===== src/include/vmb_pkg.sv =====
// shared constants, types and helpers of the mailbox / broadcast / interrupt combiner
package vmb_pkg;

    // *****************************************************************
    // sizes
    // *****************************************************************
    localparam int NUM_MBX   = 8;
    localparam int NUM_SRC   = 42;
    localparam int NUM_LOCAL = 23;
    localparam int NUM_VIRQ  = 7;
    localparam int BOARDS    = 20;
    localparam int LVL_W     = 3;
    localparam int LVL_WORDS = 6;
    localparam int ST_W      = 11;
    localparam int AXI_AW    = 8;

    // source numbering inside the combiner
    localparam int SRC_CH0   = 8;
    localparam int SRC_CH1   = 9;
    localparam int SRC_VIRQ  = 10;
    localparam int SRC_ACF   = 17;
    localparam int SRC_SYSF  = 18;
    localparam int SRC_LOCAL = 19;

    // status bit positions
    localparam int ST_CH0 = 8;
    localparam int ST_CH1 = 9;
    localparam int ST_OVF = 10;

    // *****************************************************************
    // register byte offsets
    // *****************************************************************
    localparam logic [7:0] OFF_STAT  = 8'h00;
    localparam logic [7:0] OFF_MASK  = 8'h04;
    localparam logic [7:0] OFF_VBASE = 8'h08;
    localparam logic [7:0] OFF_SLOT  = 8'h0c;
    localparam logic [7:0] OFF_FIFO0 = 8'h10;
    localparam logic [7:0] OFF_FIFO1 = 8'h14;
    localparam logic [7:0] OFF_EXTV  = 8'h18;
    localparam logic [7:0] OFF_PENDL = 8'h1c;
    localparam logic [7:0] OFF_PENDH = 8'h20;
    localparam logic [7:0] OFF_LVL0  = 8'h40;

    localparam logic [7:0] VBASE_RST = 8'h40;
    localparam int         SLOT_EN   = 5;
    localparam logic [7:0] VEC_STEP  = 8'h01;
    localparam logic [1:0] RESP_OK   = 2'h0;
    localparam logic [1:0] RESP_ERR  = 2'h2;

    // *****************************************************************
    // bus-side decode
    // *****************************************************************
    localparam logic [7:0] BC_PAGE     = 8'hfa;
    localparam logic [7:0] MBX_PAGE    = 8'hfd;
    localparam int         BC_MASK_LSB = 2;
    localparam int         BC_CH_BIT   = 22;
    localparam logic [2:0] AM_A32      = 3'h1;

    typedef struct packed {
        logic [31:0] addr;
        logic [5:0]  am;
        logic [7:0]  data;
        logic        write;
        logic        lock;
    } vmb_vme_s;

    typedef enum logic [1:0] {VEC_NONE, VEC_INTERNAL, VEC_LOCAL, VEC_VME} vmb_vec_e;

    typedef struct packed {
        logic       done;
        vmb_vec_e   src;
        logic [7:0] vector;
    } vmb_iack_s;

    function automatic logic isA32(input logic [5:0] am);
        return am[5:3] == AM_A32;
    endfunction

endpackage


===== src/design/vmb_msg_fifo.sv =====
// byte message store for one broadcast channel
`timescale 1ns/100ps
`default_nettype none
module vmb_msg_fifo
    import vmb_pkg::*;
#(
    parameter int WIDTH = 8,
    parameter int DEPTH = 8
) (
    input  wire logic             clk,
    input  wire logic             sys_rst,
    input  wire logic             wrValid,
    input  wire logic [WIDTH-1:0] wrData,
    output logic                  wrReady,
    output logic                  rdValid,
    output logic [WIDTH-1:0]      rdData,
    input  wire logic             rdReady
);
    localparam int AW = (DEPTH > 1) ? $clog2(DEPTH) : 1;
    localparam int CW = $clog2(DEPTH + 1);

    logic [WIDTH-1:0] mem_reg [DEPTH];
    logic [AW-1:0]    wrPtr_reg;
    logic [AW-1:0]    rdPtr_reg;
    logic [CW-1:0]    count_reg;
    logic             push;
    logic             pop;

    function automatic logic [AW-1:0] bump(input logic [AW-1:0] p);
        return (p == AW'(DEPTH - 1)) ? '0 : p + 1'b1;
    endfunction

    assign wrReady = (count_reg != CW'(DEPTH));
    assign rdValid = (count_reg != '0);
    assign rdData  = mem_reg[rdPtr_reg];
    // a push into a full store is refused so stored entries stay intact
    assign push    = wrValid & wrReady;
    assign pop     = rdValid & rdReady;

    always_ff @(posedge clk) begin
        if (push) begin
            mem_reg[wrPtr_reg] <= wrData;
        end
    end

    always_ff @(posedge clk) begin
        if (sys_rst) begin
            wrPtr_reg <= '0;
            rdPtr_reg <= '0;
            count_reg <= '0;
        end else begin
            if (push) begin
                wrPtr_reg <= bump(wrPtr_reg);
            end
            if (pop) begin
                rdPtr_reg <= bump(rdPtr_reg);
            end
            count_reg <= count_reg + CW'(push) - CW'(pop);
        end
    end
endmodule
`default_nettype wire


===== src/design/vmb_mailbox_irq.sv =====
// mailboxes, broadcast channels and interrupt combiner with an AXI4-Lite register port
//
// Register access over AXI4-Lite and the register addresses were chosen for this implementation.
`timescale 1ns/100ps
`default_nettype none
// Operation
// - eight mailboxes, each raises a processor interrupt when its mask bit is set
// - per-mailbox level and individual acknowledge vector
// - mailboxes served only by locked RMW cycles
// - slave accesses decoded with 32-bit addressing only
// - one write reaches any subset of twenty
// - addressed receiver captures byte, raises interrupt
// - channel zero queues eight bytes, independently
// - channel one holds exactly one byte
// - every source gets level one to seven
// - local and seven bus requests are merged
// - power and system failure add; forty-two total
// - acknowledge supplies vector or starts a fetch
// - internal vector is base plus fixed increment
module vmb_mailbox_irq
    import vmb_pkg::*;
(
    input  wire logic              clk,
    input  wire logic              sys_rst,
    input  wire logic [AXI_AW-1:0] s_axi_awaddr,
    input  wire logic              s_axi_awvalid,
    output logic                   s_axi_awready,
    input  wire logic [31:0]       s_axi_wdata,
    input  wire logic [3:0]        s_axi_wstrb,
    input  wire logic              s_axi_wvalid,
    output logic                   s_axi_wready,
    output logic [1:0]             s_axi_bresp,
    output logic                   s_axi_bvalid,
    input  wire logic              s_axi_bready,
    input  wire logic [AXI_AW-1:0] s_axi_araddr,
    input  wire logic              s_axi_arvalid,
    output logic                   s_axi_arready,
    output logic [31:0]            s_axi_rdata,
    output logic [1:0]             s_axi_rresp,
    output logic                   s_axi_rvalid,
    input  wire logic              s_axi_rready,
    input  wire logic              vmeStrobe,
    input  wire vmb_vme_s          vmeCycle,
    output logic                   vmeAck,
    output logic [7:0]             vmeRdData,
    input  wire logic [6:0]        vmeIrqN,
    input  wire logic              acFailN,
    input  wire logic              sysFailN,
    input  wire logic [22:0]       localIrq,
    input  wire logic              iackReq,
    input  wire logic [2:0]        iackLevel,
    output vmb_iack_s              iackOut,
    output logic [2:0]             ipl,
    output logic                   irq
);
    // *****************************************************************
    // pin synchronisers
    // *****************************************************************
    vmb_vme_s    cycS1_reg, cycS2_reg;
    logic [2:0]  stb_reg;
    logic [8:0]  pinS1_reg, pinS2_reg;

    always_ff @(posedge clk) begin
        if (sys_rst) begin
            cycS1_reg <= '0;
            cycS2_reg <= '0;
            stb_reg   <= '0;
            pinS1_reg <= '0;
            pinS2_reg <= '0;
        end else begin
            cycS1_reg <= vmeCycle;
            cycS2_reg <= cycS1_reg;
            stb_reg   <= {stb_reg[1:0], vmeStrobe};
            pinS1_reg <= ~{sysFailN, acFailN, vmeIrqN};
            pinS2_reg <= pinS1_reg;
        end
    end

    // *****************************************************************
    // bus slave decode
    // *****************************************************************
    logic [ST_W-1:0]   stat_reg, mask_reg;
    logic [7:0]        vbase_reg;
    logic [5:0]        slot_reg;
    logic [NUM_LOCAL-1:0] extv_reg;
    logic [LVL_W-1:0]  lvl_reg [NUM_SRC];
    logic              served_reg;
    logic [7:0]        vmeRd_reg;
    logic              vmeStart, a32, bcHit, mbxHit, srv, chSel;
    logic [BOARDS-1:0] bcMask;
    logic [2:0]        mbxIdx;
    logic [NUM_MBX-1:0] mbxSet;

    assign vmeStart = stb_reg[1] & ~stb_reg[2];
    assign a32      = isA32(cycS2_reg.am);
    assign bcMask   = cycS2_reg.addr[BC_MASK_LSB +: BOARDS];
    assign chSel    = cycS2_reg.addr[BC_CH_BIT];
    assign mbxIdx   = cycS2_reg.addr[4:2];
    // one address bit per receiver, so any subset is reached in one write
    assign bcHit = a32 & cycS2_reg.write & (cycS2_reg.addr[31:24] == BC_PAGE)
                 & slot_reg[SLOT_EN] & (slot_reg[4:0] < 5'(BOARDS))
                 & bcMask[slot_reg[4:0]];
    assign mbxHit = a32 & (cycS2_reg.addr[31:24] == MBX_PAGE)
                  & (cycS2_reg.addr[23:5] == '0);
    // unlocked mailbox cycles get no acknowledge so a sharer cannot race
    assign srv    = vmeStart & (bcHit | (mbxHit & cycS2_reg.lock));

    always_comb begin
        mbxSet = '0;
        if (srv && mbxHit && cycS2_reg.write) begin
            mbxSet[mbxIdx] = 1'b1;
        end
    end

    always_ff @(posedge clk) begin
        if (sys_rst) begin
            served_reg <= 1'b0;
            vmeRd_reg  <= '0;
        end else begin
            if (srv) begin
                served_reg <= 1'b1;
            end else if (!stb_reg[1]) begin
                served_reg <= 1'b0;
            end
            // read half of the locked cycle returns the pending flag
            if (srv && mbxHit && !cycS2_reg.write) begin
                vmeRd_reg <= {7'h0, stat_reg[mbxIdx]};
            end
        end
    end

    assign vmeAck    = served_reg;
    assign vmeRdData = vmeRd_reg;

    // *****************************************************************
    // broadcast channels
    // *****************************************************************
    logic       wr0, wr1, rdy0, rdy1, val0, val1, pop0, pop1;
    logic [7:0] dat0, dat1;

    assign wr0 = srv & bcHit & ~chSel;
    assign wr1 = srv & bcHit & chSel;

    vmb_msg_fifo #(.WIDTH(8), .DEPTH(8)) u_ch0 (
        .clk     (clk),
        .sys_rst (sys_rst),
        .wrValid (wr0),
        .wrData  (cycS2_reg.data),
        .wrReady (rdy0),
        .rdValid (val0),
        .rdData  (dat0),
        .rdReady (pop0)
    );

    vmb_msg_fifo #(.WIDTH(8), .DEPTH(1)) u_ch1 (
        .clk     (clk),
        .sys_rst (sys_rst),
        .wrValid (wr1),
        .wrData  (cycS2_reg.data),
        .wrReady (rdy1),
        .rdValid (val1),
        .rdData  (dat1),
        .rdReady (pop1)
    );

    // *****************************************************************
    // register port
    // *****************************************************************
    logic        wrGo, arGo, bvalid_reg, rvalid_reg, rdMapped;
    logic [1:0]  bresp_reg, rresp_reg;
    logic [31:0] rdata_reg, rdWord;
    logic [7:0]  wa, ra;
    logic [ST_W-1:0] w1c, stSet;

    function automatic logic [31:0] merge(input logic [31:0] old, input logic [31:0] d,
                                          input logic [3:0] s);
        logic [31:0] r;
        r = old;
        for (int b = 0; b < 4; b++) begin
            if (s[b]) begin
                r[8*b +: 8] = d[8*b +: 8];
            end
        end
        return r;
    endfunction

    function automatic logic isLvl(input logic [7:0] a);
        return (a >= OFF_LVL0) && (a < OFF_LVL0 + 8'(4 * LVL_WORDS));
    endfunction

    assign wa = s_axi_awaddr;
    assign ra = s_axi_araddr;
    assign wrGo = s_axi_awvalid & s_axi_wvalid & ~bvalid_reg;
    assign arGo = s_axi_arvalid & ~rvalid_reg;
    assign s_axi_awready = wrGo;
    assign s_axi_wready  = wrGo;
    assign s_axi_arready = ~rvalid_reg;
    assign pop0 = arGo & (ra == OFF_FIFO0);
    assign pop1 = arGo & (ra == OFF_FIFO1);
    assign w1c  = (wrGo && wa == OFF_STAT) ? ST_W'(merge('0, s_axi_wdata, s_axi_wstrb)) : '0;
    assign stSet = {wr0 & ~rdy0, wr1, wr0, mbxSet};

    always_ff @(posedge clk) begin
        if (sys_rst) begin
            stat_reg <= '0;
        end else begin
            stat_reg <= (stat_reg & ~w1c) | stSet;
        end
    end

    always_ff @(posedge clk) begin
        if (sys_rst) begin
            mask_reg  <= '0;
            vbase_reg <= VBASE_RST;
            slot_reg  <= '0;
            extv_reg  <= '0;
            for (int i = 0; i < NUM_SRC; i++) begin
                lvl_reg[i] <= '0;
            end
        end else if (wrGo) begin
            if (wa == OFF_MASK) mask_reg <= ST_W'(merge(32'(mask_reg), s_axi_wdata, s_axi_wstrb));
            if (wa == OFF_VBASE) vbase_reg <= 8'(merge(32'(vbase_reg), s_axi_wdata, s_axi_wstrb));
            if (wa == OFF_SLOT) slot_reg <= 6'(merge(32'(slot_reg), s_axi_wdata, s_axi_wstrb));
            if (wa == OFF_EXTV) begin
                extv_reg <= NUM_LOCAL'(merge(32'(extv_reg), s_axi_wdata, s_axi_wstrb));
            end
            for (int i = 0; i < NUM_SRC; i++) begin
                if (isLvl(wa) && (wa[4:2] == 3'(i / 8)) && s_axi_wstrb[(i % 8) / 2]) begin
                    lvl_reg[i] <= s_axi_wdata[4 * (i % 8) +: LVL_W];
                end
            end
        end
    end

    // *****************************************************************
    // interrupt combiner
    // *****************************************************************
    logic [NUM_SRC-1:0] pend;
    logic [2:0]         iplNext, ipl_reg;
    logic               found;
    logic [5:0]         hitIdx;
    vmb_iack_s          iack_reg;

    // channel requests follow fill level, not arrival, so unread data keeps asking
    assign pend = {localIrq, pinS2_reg, val1, val0,
                   stat_reg[NUM_MBX-1:0] & mask_reg[NUM_MBX-1:0]};

    always_comb begin
        rdWord   = '0;
        rdMapped = 1'b1;
        if (isLvl(ra)) begin
            for (int i = 0; i < NUM_SRC; i++) begin
                if (ra[4:2] == 3'(i / 8)) rdWord[4 * (i % 8) +: LVL_W] = lvl_reg[i];
            end
        end else begin
            unique case (ra)
                OFF_STAT:  rdWord = 32'(stat_reg);
                OFF_MASK:  rdWord = 32'(mask_reg);
                OFF_VBASE: rdWord = 32'(vbase_reg);
                OFF_SLOT:  rdWord = 32'(slot_reg);
                OFF_FIFO0: rdWord = {23'h0, val0, dat0};
                OFF_FIFO1: rdWord = {23'h0, val1, dat1};
                OFF_EXTV:  rdWord = 32'(extv_reg);
                OFF_PENDL: rdWord = pend[31:0];
                OFF_PENDH: rdWord = 32'(pend[NUM_SRC-1:32]);
                default:   rdMapped = 1'b0;
            endcase
        end
    end

    always_ff @(posedge clk) begin
        if (sys_rst) begin
            bvalid_reg <= 1'b0;
            bresp_reg  <= RESP_OK;
            rvalid_reg <= 1'b0;
            rresp_reg  <= RESP_OK;
            rdata_reg  <= '0;
        end else begin
            if (wrGo) begin
                bvalid_reg <= 1'b1;
                bresp_reg  <= (wa == OFF_STAT || wa == OFF_MASK || wa == OFF_VBASE
                           || wa == OFF_SLOT || wa == OFF_EXTV || isLvl(wa)) ? RESP_OK : RESP_ERR;
            end else if (s_axi_bready) begin
                bvalid_reg <= 1'b0;
            end
            if (arGo) begin
                rvalid_reg <= 1'b1;
                rdata_reg  <= rdWord;
                rresp_reg  <= rdMapped ? RESP_OK : RESP_ERR;
            end else if (s_axi_rready) begin
                rvalid_reg <= 1'b0;
            end
        end
    end

    assign s_axi_bvalid = bvalid_reg;
    assign s_axi_bresp  = bresp_reg;
    assign s_axi_rvalid = rvalid_reg;
    assign s_axi_rresp  = rresp_reg;
    assign s_axi_rdata  = rdata_reg;

    always_comb begin
        iplNext = '0;
        found   = 1'b0;
        hitIdx  = '0;
        for (int i = 0; i < NUM_SRC; i++) begin
            if (pend[i] && lvl_reg[i] > iplNext) iplNext = lvl_reg[i];
        end
        // lowest source number wins among equal levels
        for (int i = NUM_SRC - 1; i >= 0; i--) begin
            if (pend[i] && lvl_reg[i] == iackLevel && iackLevel != '0) begin
                found  = 1'b1;
                hitIdx = 6'(i);
            end
        end
    end

    always_ff @(posedge clk) begin
        if (sys_rst) begin
            ipl_reg  <= '0;
            iack_reg <= '{done: 1'b0, src: VEC_NONE, vector: 8'h00};
        end else begin
            ipl_reg         <= iplNext;
            iack_reg.done   <= iackReq;
            iack_reg.vector <= vbase_reg + 8'(hitIdx * VEC_STEP);
            if (!found) begin
                iack_reg.src <= VEC_NONE;
            end else if (hitIdx >= 6'(SRC_VIRQ) && hitIdx < 6'(SRC_ACF)) begin
                iack_reg.src <= VEC_VME;
            end else if (hitIdx >= 6'(SRC_LOCAL) && extv_reg[5'(hitIdx - 6'(SRC_LOCAL))]) begin
                iack_reg.src <= VEC_LOCAL;
            end else begin
                iack_reg.src <= VEC_INTERNAL;
            end
        end
    end

    assign ipl     = ipl_reg;
    assign iackOut = iack_reg;
    assign irq     = |(stat_reg & mask_reg);
endmodule
`default_nettype wire


===== config.mk =====
export PLATFORM = sky130hd
export DESIGN_NAME = vmb_mailbox_irq
export DESIGN_NICKNAME = d
export VERILOG_FILES = /design/src/include/vmb_pkg.sv /design/src/design/vmb_msg_fifo.sv /design/src/design/vmb_mailbox_irq.sv
export SDC_FILE = /design/constraint.sdc
export NUM_CORES = 1
export LEC_CHECK = 0
export ABC_AREA = 1
export CORE_MARGIN = 3
export CORE_UTILIZATION = 58
export CTS_CLUSTER_DIAMETER = 150
export DETAILED_ROUTE_END_ITERATION = 6
export DONT_BUFFER_PORTS = 1
export GPL_TIMING_DRIVEN = 0
export PLACE_DENSITY = 0.76
export SLEW_MARGIN = 20
export SYNTH_ARGS = -nofsm -noshare
export SYNTH_HDL_FRONTEND = slang
export SYNTH_SLANG_ARGS = --single-unit
export TNS_END_PERCENT = 50

===== constraint.sdc =====
create_clock -name clk -period 41.3 [get_ports clk]
set_clock_uncertainty 0.1 [all_clocks]
set_input_delay 6.195 -clock clk [delete_from_list [all_inputs] [get_ports clk]]
set_output_delay 6.195 -clock clk [all_outputs]
set_load 0.01 [all_outputs]

==> flow_summary.toml <==
[floorplan]
std_cell_rows = 72
core_mm2 = 0.03928
die_w_um = 207.0
dieArea_mm2 = 0.04284
io_pins = 209
start_util = 0.5965
fp.dieH_um = 207.0

[route]
drt_iter0_markers = 3422
antenna_left = 0
viasPerCell = 6.401
avgRoutedWirePerCell_um = 25.42
wl_um = 96200
vias = 24220
drc = 138
first_pass_iters = 7

[cells_and_area]
largest_reg_flops = 126
n_fill_cell = 2901
area_delta_synth_final_pct = 24.10
final_nets = 3434
drive_gt1_frac = 0.1960
layout_commonest_cell = "inv_1"
ff_latch_area_mm2 = 0.01060
multi_input_area_mm2 = 0.01256
most-common-layout-cells = "inv_1, nor2_1, nand2_1, dfxtp_1, a21oi_1"

[worst_setup_path]
regToRegSetupSlack_ns = -1.16
critPathLaunchType = "flip-flop"
slowest_delay_ns = 0.39
crit_arrival_ns = 42.90
slowest_stage = "edfxtp_1"
critical_path_class = "flip-flop to flip-flop"
cp_top_family = "simple AND/OR/NAND/NOR gates"
reg2regPathDepth = 308
critical_path_depth = 308
crit_top_cell = "buf_4"
cp.required_ns = 41.74
cp_num_buf_inv = 71
cp_max_fo = 3
endpoint_kind = "flip-flop"

[global_route]
grt_usage = 0.4124
grt_overflow_total = 0
grt_max_degree = 15
grt_pass1_vias = 22210
antenna_found_initial = 6
grt_pass1_wl_um = 131100

[pwr]
netSwitchingFraction = 0.3031
finalPower_uw = 1180
power.leakage_uw = 0.01220
p_per_area_mw_per_mm2 = 40.58
p_clk_frac = 0.367
power_switching_uw = 357.6
seqPwrFrac = 0.401
combPwrFrac = 0.231
intPower_uw = 822.2
vdd_drop_max_uv = 42.60

[sta]
period_share = 1.028
worstMarginPinSlew_ns = 1.261
worst_slack_ns = -1.161
finalSetupViolCount = 3
post-route-min-period_ns = 42.46
hold_viol_final = 0
drv_slew = 0
slew_headroom = 0.1530
grt_setup_unrepaired = "yes"
fmax_mhz = 23.55

[clock_tree]
cts_max_level = 2
clock-sinks = 430
cts_made_buffers = 46
cts_root_buffer = "clkbuf_16"
tritoncts = "built"
cts_hold_buf = 0
clk_latency_ns = 0.60
clk_path_buf_depth = 3
clk_pin_slew_ns = 0.07

[synth]
synth_seq_cells = 430
synth_top_family_by_area = "simple AND/OR/NAND/NOR gates"
syn_area_mm2 = 0.02343
synthAdderAreaFrac = 0.03642
muxShareOfSynthArea = 0.003845
yosys.area_share.simple = 0.2054
yosysUniqueCellTypes = 58
synth-main-ff-cell = "dfxtp_1"
synth_compound_area_frac = 0.1828
synth_edf_count = 198
async_reset_ff_frac = 0
yosysSeqAreaShare = 0.4520
synth_xor_area_frac = 0.01757
yosysWarnings = 0
syn_area_per_cell_um2 = 7.823
synthCells = 2995

[place]
place.gp.congestion = 1.127
post-place-ws_ns = -5.123
dp_hpwl_um = 67520
port_buffers = 0

[run]
drv_cap = 0

[hold_path]
min_path_cells = 2
min_path_type = "flip-flop to flip-flop"

[status]
violations = "DRC, setup timing"
status = "finished, violations left"
layout make-up:
class | count | area share
buffer | 110 | 0.01549
sequential | 430 | 0.3645
multi-input combinational | 1954 | 0.4320
inverter | 509 | 0.06649
tap | 518 | 0.02229
clock buffer | 57 | 0.04170
antenna | 6 | 0.0005164
clock inverter | 28 | 0.01222
timing repair buffer | 172 | 0.04480
worst reg2reg max path, delay by kind of cell (launching register included):
kind                     cells  cell delay [ns]
AND/OR/NAND/NOR            135            15.43
buffers and inverters       71             7.53
adder cells (fa/ha/maj)     35             8.69
AO/OA/AOI/OAI               67            10.23
flip-flops                   1             0.39
cell families after synthesis:
logic type / after synthesis
muxes: 9
buffers and inverters: 619
adders and majority gates: 67
AOI/OAI and AO/OA: 705
xor gates and xnor gates: 47
other: 1
DFF: 430
and+or+nand+nor: 1117
power groups by stage:
stage / clock network [µW] / logic, µW / registers [µW]
3_3_place_gp: 0 / 156 / 481
2_1_floorplan: 0 / 117 / 476
4_1_cts: 432 / 207 / 472
5_1_grt: 449 / 287 / 474
3_5_place_dp: 0 / 161 / 481
6_report: 434 / 273 / 473
path summary, 6_finish.rpt:
kind / to / from
max: ipl[1] / lvl_reg[0][2]
min: cycS2_reg[45] / cycS1_reg[45]
max reg2reg: ipl[1] / lvl_reg[0][2]
min reg2reg: cycS2_reg[45] / cycS1_reg[45]
routing by layer:
| metal | GRT usage | part of all wire | up-vias | wire (µm) |
|---|---|---|---|---|
| met5 | 0 | 0 | - | 0 |
| met4 | 0.2974 | 0.091 | 0 | 8794 |
| met3 | 0.1138 | 0.14 | 535 | 13260 |
| met2 | 0.6405 | 0.43 | 1874 | 41790 |
| met1 | 0.4937 | 0.34 | 11250 | 32350 |
| li1 | - | - | 10570 | - |
synthesized netlist by cell type, types with 3 or more instances:
| library cell | count | area (µm²) |
|---|---|---|
| nand2_1 | 390 | 1464 |
| buf_1 | 16 | 60.06 |
| dfxtp_1 | 232 | 4644 |
| a21oi_2 | 3 | 26.28 |
| a41oi_1 | 3 | 26.28 |
| o311ai_0 | 4 | 35.03 |
| edfxtp_1 | 198 | 5946 |
| xnor2_1 | 15 | 131.4 |
| o21ai_1 | 3 | 15.01 |
| o31ai_1 | 3 | 22.52 |
| o2111ai_1 | 11 | 96.34 |
| nor4_1 | 38 | 237.7 |
| inv_1 | 490 | 1839 |
| ha_1 | 65 | 813.3 |
| o21a_1 | 10 | 75.07 |
| a221oi_1 | 25 | 219.0 |
| buf_4 | 10 | 75.07 |
| o32ai_1 | 7 | 61.31 |
| a31oi_1 | 3 | 18.77 |
| a21oi_1 | 205 | 1026 |
| o22ai_1 | 104 | 650.6 |
| inv_2 | 6 | 22.52 |
| clkinv_2 | 4 | 20.02 |
| nand3_1 | 115 | 575.6 |
| nand3_2 | 9 | 90.09 |
| o221ai_1 | 30 | 262.8 |
| clkbuf_1 | 84 | 315.3 |
| nand4_1 | 21 | 131.4 |
| nor3_1 | 46 | 230.2 |
| a21boi_0 | 4 | 30.03 |
| or2_2 | 28 | 175.2 |
| mux2i_1 | 9 | 90.09 |
| nor2_1 | 416 | 1562 |
| clkinv_1 | 6 | 22.52 |
| o21ai_0 | 197 | 986.0 |
| o21bai_1 | 28 | 210.2 |
| a211oi_1 | 28 | 210.2 |
| xor2_1 | 32 | 280.3 |
| nand2_2 | 50 | 312.8 |
| o211ai_1 | 23 | 172.7 |
stage by stage:
step | cells | hold slack, ns | TNS (ns) | cell area (µm²) | util
2_1_floorplan | 3003 | 0.2883 | 0 | 23480 | -
3_3_place_gp | 3521 | 0.2905 | -11.27 | 24130 | 0.6143
3_5_place_dp | 3521 | 0.2922 | -15.33 | 24170 | 0.6154
4_1_cts | 3729 | 0.2985 | 0 | 27450 | 0.6989
5_1_grt | 3780 | 0.3177 | -7.749 | 29060 | 0.7400
6_report | 3784 | 0.2971 | -3.434 | 29070 | 0.7402
timing repair:
item | CTS | global route
setup buffers | 123 | 49
pin swaps | 126 | 209
resized for setup | 225 | 216
setup endpoints to repair | 3 | 3
No activity file was read; power rests on OpenSTA's default activity.
